## config.mk

```make
export PLATFORM = sky130hd
export DESIGN_NAME = host_watchdog
export DESIGN_NICKNAME = d
export VERILOG_FILES = /design/src/verilog/wdog_pkg.sv /design/src/verilog/host_watchdog.sv
export SDC_FILE = /design/constraint.sdc
export NUM_CORES = 1
export LEC_CHECK = 0
export BUFFER_PORTS_ARGS = -buffer_cell sky130_fd_sc_hd__buf_4
export CAP_MARGIN = 20
export CORE_ASPECT_RATIO = 1.5
export CORE_UTILIZATION = 54
export DETAILED_ROUTE_END_ITERATION = 7
export GPL_ROUTABILITY_DRIVEN = 1
export PLACE_DENSITY = 0.68
export SYNTH_ARGS = -nofsm -noshare
export SYNTH_HDL_FRONTEND = slang
export SYNTH_SLANG_ARGS = --single-unit
```

## constraint.sdc

```tcl
create_clock -name CLOCK_I -period 2.9 [get_ports CLOCK_I]
set_input_delay 0.145 -clock CLOCK_I [delete_from_list [all_inputs] [get_ports CLOCK_I]]
set_output_delay 0.145 -clock CLOCK_I [all_outputs]
set_load 0.01 [all_outputs]
```

## src/verilog/wdog_pkg.sv

```systemverilog
package wdog_pkg;
  // register byte offsets
  localparam logic [7:0] A_CTRL  = 8'h00;
  localparam logic [7:0] A_TOUT  = 8'h04;
  localparam logic [7:0] A_DOUT  = 8'h08;
  localparam logic [7:0] A_DIN   = 8'h0c;
  localparam logic [7:0] A_COMM  = 8'h10;
  localparam logic [7:0] A_PWRON = 8'h14;
  localparam logic [7:0] A_SAFE  = 8'h18;
  localparam logic [7:0] A_EE    = 8'h1c;
  localparam logic [7:0] A_FAN0  = 8'h20;
  localparam logic [7:0] A_FAN1  = 8'h24;
  localparam logic [7:0] A_FAN2  = 8'h28;
  localparam logic [7:0] A_PWM   = 8'h2c;
  localparam logic [7:0] A_STS   = 8'h30;
  localparam logic [7:0] A_MASK  = 8'h34;
  // control bits, all write-one actions
  localparam int C_EN        = 0;
  localparam int C_DIS       = 1;
  localparam int C_ALIVE     = 2;
  localparam int C_CLR       = 3;
  localparam int C_SAVE_PON  = 4;
  localparam int C_SAVE_SAFE = 5;
  localparam int C_CFG_RST   = 6;
  // comm and eeprom field positions
  localparam int COMM_BAUD_LSB = 8;
  localparam int COMM_CKSUM    = 12;
  localparam int EE_ADDR_LSB   = 8;
  localparam int EE_WR         = 16;
  // status bits
  localparam int ST_WDF = 0;
  localparam int ST_FAN = 1;
  // reset values and the timeout ceiling
  localparam logic [7:0]  NODE_ADDR_RST = 8'h01;
  localparam logic [3:0]  BAUD_9600     = 4'h3;
  localparam logic [17:0] TOUT_MIN      = 18'd3;
  localparam logic [17:0] TOUT_MAX      = 18'd196605;
  localparam logic [7:0]  NV_ERASED     = 8'hff;
  // nonvolatile layout
  localparam int NV_BYTES = 32;
  localparam int NV_PWRON = 32;
  localparam int NV_SAFE  = 33;
  // timing
  localparam int CLK_PERIOD_NS = 20;
  localparam int MS_NS         = 1000000;
  localparam int MS_CYC        = MS_NS / CLK_PERIOD_NS;
  localparam int HOST_RST_MS   = 100;
  localparam int FAN_WIN_MS    = 1000;
endpackage
```

## src/verilog/host_watchdog.sv

```systemverilog
// Design decisions made here: register access over APB and the placing of the registers.
`timescale 1ns/1ps
module host_watchdog
  import wdog_pkg::*;
#(
  parameter int MS_CYCLES    = MS_CYC,
  parameter int DO_W         = 3,
  parameter int DI_W         = 3,
  parameter int FAN_WIN      = FAN_WIN_MS,
  parameter int HOST_RST_LEN = HOST_RST_MS
) (
  // clock and reset
  input  wire logic            CLOCK_I,
  input  wire logic            RST_N_I,
  // apb slave
  input  wire logic            PSEL_I,
  input  wire logic            PENABLE_I,
  input  wire logic            PWRITE_I,
  input  wire logic [7:0]      PADDR_I,
  input  wire logic [31:0]     PWDATA_I,
  output logic      [31:0]     PRDATA_O,
  output logic                 PREADY_O,
  output logic                 PSLVERR_O,
  // pins
  input  wire logic            CFG_INIT_JUMPER_I,
  input  wire logic [DI_W-1:0] DIN_I,
  input  wire logic [2:0]      FAN_TACH_I,
  output logic      [DO_W-1:0] DOUT_O,
  output logic      [2:0]      PWM_O,
  output logic                 HOST_RST_O,
  output logic      [7:0]      NODE_ADDR_O,
  output logic      [3:0]      BAUD_SEL_O,
  output logic                 CKSUM_EN_O,
  output logic                 IRQ_O
);

  // refuse sizes the counters cannot hold
  if (DO_W < 1 || DO_W > 8 || DI_W < 1 || DI_W > 32 || MS_CYCLES < 2 ||
      MS_CYCLES > 65536 || FAN_WIN < 1 || FAN_WIN > 1024 ||
      HOST_RST_LEN < 1 || HOST_RST_LEN > 255) begin : g_bad
    $error("host_watchdog: parameter out of range");
  end

  // all block state except the nonvolatile bytes in one packed record
  typedef struct packed {
    logic        wd_en;
    logic [17:0] wd_cnt;
    logic [17:0] tout;
    logic [15:0] ms_cnt;
    logic        fail;
    logic [7:0]  hrst_cnt;
    logic [7:0]  dout;
    logic [7:0]  addr;
    logic [3:0]  baud;
    logic        cksum;
    logic [2:0]  tach_prev;
    logic [47:0] tach_cnt;
    logic [47:0] fan_spd;
    logic [9:0]  win_cnt;
    logic [7:0]  pwm_cnt;
    logic [23:0] duty;
    logic [1:0]  sts;
    logic [1:0]  mask;
    logic [4:0]  ee_addr;
    logic [31:0] prdata;
    logic        slverr;
  } state_t;

  state_t     s_q;
  state_t     s_d;
  // bytes 0..31 user, then power-on and safe patterns; no reset, survives it
  logic [7:0] nv_q [0:NV_SAFE] = '{default: NV_ERASED};

  // bus decode and timing strobes
  logic       wr;
  logic       ms_tick;
  logic       c_wr;
  logic       expire;
  logic [1:0] sts_set;

  function automatic logic [17:0] clamp_tout(input logic [31:0] v);
    if (v < 32'(TOUT_MIN)) return TOUT_MIN;
    if (v > 32'(TOUT_MAX)) return TOUT_MAX;
    return v[17:0];
  endfunction

  // bus qualifiers; writes act only at the access edge
  assign wr      = PSEL_I & PENABLE_I & PWRITE_I;
  assign c_wr    = wr && PADDR_I == A_CTRL;
  assign ms_tick = s_q.ms_cnt == 16'(MS_CYCLES - 1);
  // an alive or disable in the last millisecond beats the expiry
  assign expire  = s_q.wd_en && ms_tick && s_q.wd_cnt <= 18'd1 &&
                   !(c_wr && (PWDATA_I[C_ALIVE] || PWDATA_I[C_DIS]));

  // next state
  always_comb begin
    s_d     = s_q;
    sts_set = 2'b00;
    // free-running millisecond prescaler, never held off
    s_d.ms_cnt  = ms_tick ? 16'h0000 : s_q.ms_cnt + 16'h0001;
    s_d.pwm_cnt = s_q.pwm_cnt + 8'h01;
    s_d.tach_prev = FAN_TACH_I;
    for (int i = 0; i < 3; i++) begin
      if (FAN_TACH_I[i] && !s_q.tach_prev[i]) begin
        s_d.tach_cnt[i*16 +: 16] = s_q.tach_cnt[i*16 +: 16] + 16'h0001;
      end
    end
    // window close, host reset pulse and countdown move on ms ticks only
    if (ms_tick) begin
      if (s_q.win_cnt == 10'(FAN_WIN - 1)) begin
        s_d.win_cnt  = 10'h000;
        s_d.fan_spd  = s_d.tach_cnt;
        s_d.tach_cnt = 48'h0;
        sts_set[ST_FAN] = 1'b1;
      end else begin
        s_d.win_cnt = s_q.win_cnt + 10'h001;
      end
      if (s_q.hrst_cnt != 8'h00) begin
        s_d.hrst_cnt = s_q.hrst_cnt - 8'h01;
      end
      if (s_q.wd_en && !expire) begin
        s_d.wd_cnt = s_q.wd_cnt - 18'd1;
      end
    end
    // control commands
    if (c_wr) begin
      // enable while already running restarts the full count
      if (PWDATA_I[C_EN]) begin
        s_d.wd_en  = 1'b1;
        s_d.wd_cnt = s_q.tout;
      end
      if (PWDATA_I[C_DIS]) begin
        s_d.wd_en = 1'b0;
      end
      if (PWDATA_I[C_ALIVE] && s_q.wd_en && !PWDATA_I[C_DIS]) begin
        s_d.wd_cnt = s_q.tout;
      end
      // fail clear; an expiry in the same cycle still wins below
      if (PWDATA_I[C_CLR]) begin
        s_d.fail = 1'b0;
      end
      if (PWDATA_I[C_CFG_RST]) begin
        s_d.addr  = NODE_ADDR_RST;
        s_d.baud  = BAUD_9600;
        s_d.cksum = 1'b0;
      end
    end
    if (wr) begin
      case (PADDR_I)
        A_TOUT: s_d.tout = clamp_tout(PWDATA_I);
        A_DOUT: if (!s_q.fail) s_d.dout = PWDATA_I[7:0];
        A_COMM: begin
          s_d.addr = PWDATA_I[7:0];
          if (CFG_INIT_JUMPER_I) begin
            s_d.baud  = PWDATA_I[COMM_BAUD_LSB +: 4];
            s_d.cksum = PWDATA_I[COMM_CKSUM];
          end
        end
        // address latched even without the strobe, for later reads
        A_EE:   s_d.ee_addr = PWDATA_I[EE_ADDR_LSB +: 5];
        A_PWM:  s_d.duty = PWDATA_I[23:0];
        A_MASK: s_d.mask = PWDATA_I[1:0];
        default: ;
      endcase
    end
    // expiry: reset host, force safe pattern; set beats clear
    if (expire) begin
      s_d.fail     = 1'b1;
      s_d.wd_en    = 1'b0;
      s_d.hrst_cnt = 8'(HOST_RST_LEN);
      s_d.dout     = nv_q[NV_SAFE];
      sts_set[ST_WDF] = 1'b1;
    end
    // sticky status, write one to clear, a new event wins
    s_d.sts = s_q.sts | sts_set;
    if (wr && PADDR_I == A_STS) begin
      s_d.sts = (s_q.sts & ~PWDATA_I[1:0]) | sts_set;
    end
    // read data captured in the setup cycle, so access needs no wait
    if (PSEL_I && !PENABLE_I) begin
      s_d.slverr = 1'b0;
      case (PADDR_I)
        A_CTRL:  s_d.prdata = {29'h0, s_q.fail, s_q.hrst_cnt != 8'h00, s_q.wd_en};
        A_TOUT:  s_d.prdata = {14'h0, s_q.tout};
        A_DOUT:  s_d.prdata = {24'h0, s_q.dout};
        // pads carry pull-ups, so an open input reads one
        A_DIN:   s_d.prdata = 32'(DIN_I);
        A_COMM:  s_d.prdata = {19'h0, s_q.cksum, s_q.baud, s_q.addr};
        A_PWRON: s_d.prdata = {24'h0, nv_q[NV_PWRON]};
        A_SAFE:  s_d.prdata = {24'h0, nv_q[NV_SAFE]};
        A_EE:    s_d.prdata = {19'h0, s_q.ee_addr, nv_q[s_q.ee_addr]};
        A_FAN0:  s_d.prdata = {16'h0, s_q.fan_spd[15:0]};
        A_FAN1:  s_d.prdata = {16'h0, s_q.fan_spd[31:16]};
        A_FAN2:  s_d.prdata = {16'h0, s_q.fan_spd[47:32]};
        A_PWM:   s_d.prdata = {8'h0, s_q.duty};
        A_STS:   s_d.prdata = {30'h0, s_q.sts};
        A_MASK:  s_d.prdata = {30'h0, s_q.mask};
        default: begin
          s_d.prdata = 32'h0;
          s_d.slverr = 1'b1;
        end
      endcase
    end
    // reset: defaults, outputs from stored power-on pattern
    if (!RST_N_I) begin
      s_d       = '0;
      s_d.tout  = TOUT_MIN;
      s_d.addr  = NODE_ADDR_RST;
      s_d.baud  = BAUD_9600;
      s_d.dout  = nv_q[NV_PWRON];
    end
  end

  // one register for all state but nv_q; reset is folded into the next-state logic
  always_ff @(posedge CLOCK_I) begin
    s_q <= s_d;
  end

  // nonvolatile writes; the captured pattern is the one driving the pins
  // a save in the expiry cycle stores the pattern from before the safe load
  always_ff @(posedge CLOCK_I) begin
    if (RST_N_I && c_wr) begin
      if (PWDATA_I[C_SAVE_PON]) begin
        nv_q[NV_PWRON] <= s_q.dout;
      end
      if (PWDATA_I[C_SAVE_SAFE]) begin
        nv_q[NV_SAFE] <= s_q.dout;
      end
    end
    if (RST_N_I && wr && PADDR_I == A_EE && PWDATA_I[EE_WR]) begin
      nv_q[PWDATA_I[EE_ADDR_LSB +: 5]] <= PWDATA_I[7:0];
    end
  end

  // outputs
  assign PRDATA_O    = s_q.prdata;
  assign PSLVERR_O   = s_q.slverr & PSEL_I & PENABLE_I;
  assign PREADY_O    = 1'b1;
  assign DOUT_O      = s_q.dout[DO_W-1:0];
  assign HOST_RST_O  = s_q.hrst_cnt != 8'h00;
  assign NODE_ADDR_O = s_q.addr;
  assign BAUD_SEL_O  = s_q.baud;
  assign CKSUM_EN_O  = s_q.cksum;
  assign IRQ_O       = |(s_q.sts & s_q.mask);
  // compare per channel; a duty of zero keeps the fan off
  always_comb begin
    for (int i = 0; i < 3; i++) begin
      PWM_O[i] = s_q.pwm_cnt < s_q.duty[i*8 +: 8];
    end
  end
endmodule

```

==> run_results.csv <==
group,metric,value,unit
yosys,synth-seq-area-share,0.5896,
pwr,power_density,586.4,nW/µm²
drt,postRouteAntennaNets,0,
timing,final.setup.tns,0,ns
cells_and_area,drive_gt1_frac,0.1761,
global_routing,grt_pass1_wl,96330,µm
timing,period_needed,2.606,ns
global_routing,grt_start_max_net_pins,74,
setup_path,endpoint,"PRDATA_O[0]",
setup_path,arrival,3.07,ns
setup_path,startpoint_type,"flop",
place,port_buffers,97,
setup_path,rr_endpoint,"PRDATA_O[0]",
min_path,hold_path.class,"input port to flop",
cells_and_area,diodes,0,
clocking,root_buffer,"clkbuf_16",
global_routing,grt_usage,0.3025,
clocking,clk_pin_slew,0.07,ns
timing,min_period_over_period,0.8985,
global_routing,grt_pass1_vias,16026,
setup_path,rrSetupSlack,0.29,ns
global_routing,grt_overflow,0,
drt,dr.pass1.iters,6,
setup_path,crit_required,3.37,ns
yosys,syn_area_per_cell,11.61,µm²
cells_and_area,n_fill_cell,3301,
timing,fmax,383.8,MHz
timing,slew_headroom,0.3752,
pwr,p_switching,3.314,mW
die,start_util,0.5470,
pwr,pwr-share-comb,0.035,
yosys,async_reset_ff_frac,0,
cells_and_area,register_area,13520,µm²
clocking,clk_latency,0.58,ns
pwr,swShare,0.2140,
yosys,yosysTopAreaCell,"edfxtp_1",
drt,num_vias,16400,
yosys,yosysWarnings,0,
timing,whs,0.03263,ns
clocking,postCtsSetupBuffers,0,
die,die_w,170.2,µm
yosys,synth_area,22920,µm²
cells_and_area,area_growth,15.22,%
pwr,internal-power,12.17,mW
drt,wl_per_cell,24.05,µm
yosys,synth_enable_flop_cells,280,
place,gp_congestion,0.9731,
yosys,synth_seq_cells,535,
die,core_area,41900,µm²
yosys,ys.flop_type,"edfxtp_1",
setup_path,criticalPathCategory,"flop to flop",
outcome,status,"completed",
yosys,yosysTopAreaCellShare,0.3668,
pwr,p_leak,9.008,nW
setup_path,worstPathMaxFanout,23,
clocking,cts_buffer_depth,3,
global_routing,antenna_found_initial,0,
clocking,numClockSinks,535,
pwr,ir_drop,0.0007749,V
cells_and_area,multi_input_area,8491,µm²
clocking,cts_buffers,49,
clocking,cts_tree,"built",
place,hpwl,46630,µm
timing,finalHoldViolations,0,
yosys,synth_cell_types,72,
drt,routed_wl,64900,µm
drt,via_per_inst,6.076,
yosys,synth_cells,1975,
drt,post-route-drc-count,0,
setup_path,r2r_cells,7,
timing,slew_violations,0,
drt,first_iter_violations,1484,
timing,rsz0062_at_grt,"no",
pwr,clkPwrFrac,0.448,
timing,tightestPinTransition,0.9338,ns
clocking,htree_levels,2,
timing,setup_viol,0,
yosys,netlist_top_cells_area,"edfxtp_1 (37%), dfxtp_1 (22%), mux4_2 (6.1%)",
cells_and_area,final_net_count,2177,
pwr,power_frac_seq,0.517,
setup_path,cp-end-kind,"flop",
die,die_h,254.3,µm
run,maxCapViolCount,0,
timing,skew,0.01901,ns
die,pin_count,107,
die,rows,92,
die,die-area,43290,µm²
clocking,ctsHoldBuffers,29,
clocking,post_cts_resized,0,
## synthesized netlist by cell type (all sizes together), types with 35 or more instances
library cell / count
edfxtp: 280
buf: 82
mux4: 62
clkbuf: 80
a22oi: 56
nand3: 55
nand2: 161
a211oi: 44
xor2: 52
xnor2: 40
dfxtp: 255
inv: 35
nor2: 254
a21oi: 95
o21ai: 84
## placed cells by master, fill, tap and decap left out, types with 9 or more instances in the layout
cell type | synthesis | final
nor3_1 | 24 | 24
dlygate4sd3_1 | 0 | 29
or3_1 | 12 | 12
a22oi_1 | 56 | 56
a211oi_1 | 44 | 44
xor2_1 | 52 | 52
nand3_1 | 55 | 55
mux2_2 | 9 | 9
nor4_1 | 19 | 19
nor2_1 | 251 | 250
nand2b_1 | 10 | 10
xnor2_1 | 40 | 40
mux4_2 | 62 | 62
mux2i_1 | 30 | 30
o21ai_0 | 74 | 73
ha_1 | 31 | 31
nor2b_1 | 17 | 17
and4_1 | 11 | 11
clkbuf_1 | 80 | 10
a21oi_1 | 95 | 95
inv_1 | 35 | 34
edfxtp_1 | 280 | 280
and2_1 | 15 | 15
a31oi_1 | 16 | 16
nand4_1 | 32 | 32
dfxtp_1 | 255 | 253
clkbuf_16 | 0 | 50
and3_1 | 29 | 29
nand2_1 | 160 | 160
conb_1 | 2 | 9
buf_4 | 52 | 187
## cell families (layout without fill, tap and decap cells)
kind of cell               count (synthesis)  after routing  share of synthesized area
buffers and inverters                    197            350                    0.04252
other                                      2              9                  0.0003277
and+or+nand+nor                          667            667                     0.1400
muxes                                    102            102                    0.07910
DFF                                      535            535                     0.5896
adders and majority gates                 31             31                    0.01692
xor gates and xnor gates                  92             92                    0.03516
AOI/OAI and AO/OA                        349            349                    0.09640
## flip-flops by register name, indices dropped and copies added (netlist names), named ones only
signal       count
DOUT_O           3
s_q            218
nv_q           272
NODE_ADDR_O      8
CKSUM_EN_O       1
BAUD_SEL_O       4
PRDATA_O        24
## power groups by stage
stage               Sequential (mW)  Combinational (mW)  Clock [mW]
detailed placement             8.17               0.499           0
global route                   8.00               0.573        7.27
CTS                            8.00               0.532        7.00
floorplan                      8.16               0.236           0
global placement               8.17               0.491           0
finish                         8.00               0.541        6.94
## how the worst min path moves through the flow
stage / start / to / slack, ns / cells past startpoint
3_3_place_gp: FAN_TACH_I[0] / s_q[180] / 0.35 / 2
4_1_cts: PADDR_I[4] / NODE_ADDR_O[6] / 0.01 / 3
3_5_place_dp: FAN_TACH_I[2] / s_q[182] / 0.36 / 2
5_1_grt: PADDR_I[4] / NODE_ADDR_O[6] / 0.04 / 3
2_1_floorplan: PWDATA_I[0] / nv_q[0][0] / 0.24 / 0
6_report: PADDR_I[4] / NODE_ADDR_O[6] / 0.03 / 3
## metrics by stage
| step | setup WS [ns] | total power, mW | utilization | std cells | cell area (µm²) |
|---|---|---|---|---|---|
| 2_1_floorplan | 0.3041 | 8.397 | - | 1982 | 22950 |
| 3_3_place_gp | 0.3142 | 8.663 | 0.5815 | 2576 | 24370 |
| 3_5_place_dp | 0.3167 | 8.671 | 0.5816 | 2577 | 24370 |
| 4_1_cts | 0.2941 | 15.54 | 0.6301 | 2698 | 26400 |
| 5_1_grt | 0.2372 | 15.85 | 0.6303 | 2699 | 26410 |
| 6_report | 0.2943 | 15.49 | 0.6303 | 2699 | 26410 |
## cell type report
cell class	count	area share
Sequential cell	535	0.5120
Tap cell	564	0.02672
Clock inverter	25	0.01346
Clock buffer	67	0.05245
Inverter	35	0.005022
Multi-Input combinational cell	1250	0.3215
Timing Repair Buffer	223	0.06889
## metal layers
| layer | track usage | routed length [µm] |
|---|---|---|
| met1 | 0.3521 | 23480 |
| met2 | 0.5383 | 33310 |
| met3 | 0.03849 | 4223 |
| met4 | 0.1678 | 3889 |
| met5 | 0 | 0 |
## worst max-delay path, cell delays in order (launching register included)
cell and delay [ns]:
dfxtp_4 0.65, buf_12 0.22, mux4_2 0.54, a22o_1 0.26, o21ai_0 0.28, o21ai_0 0.17
a211oi_1 0.30, nor3_1 0.07
(Power assumes the default switching activity.)
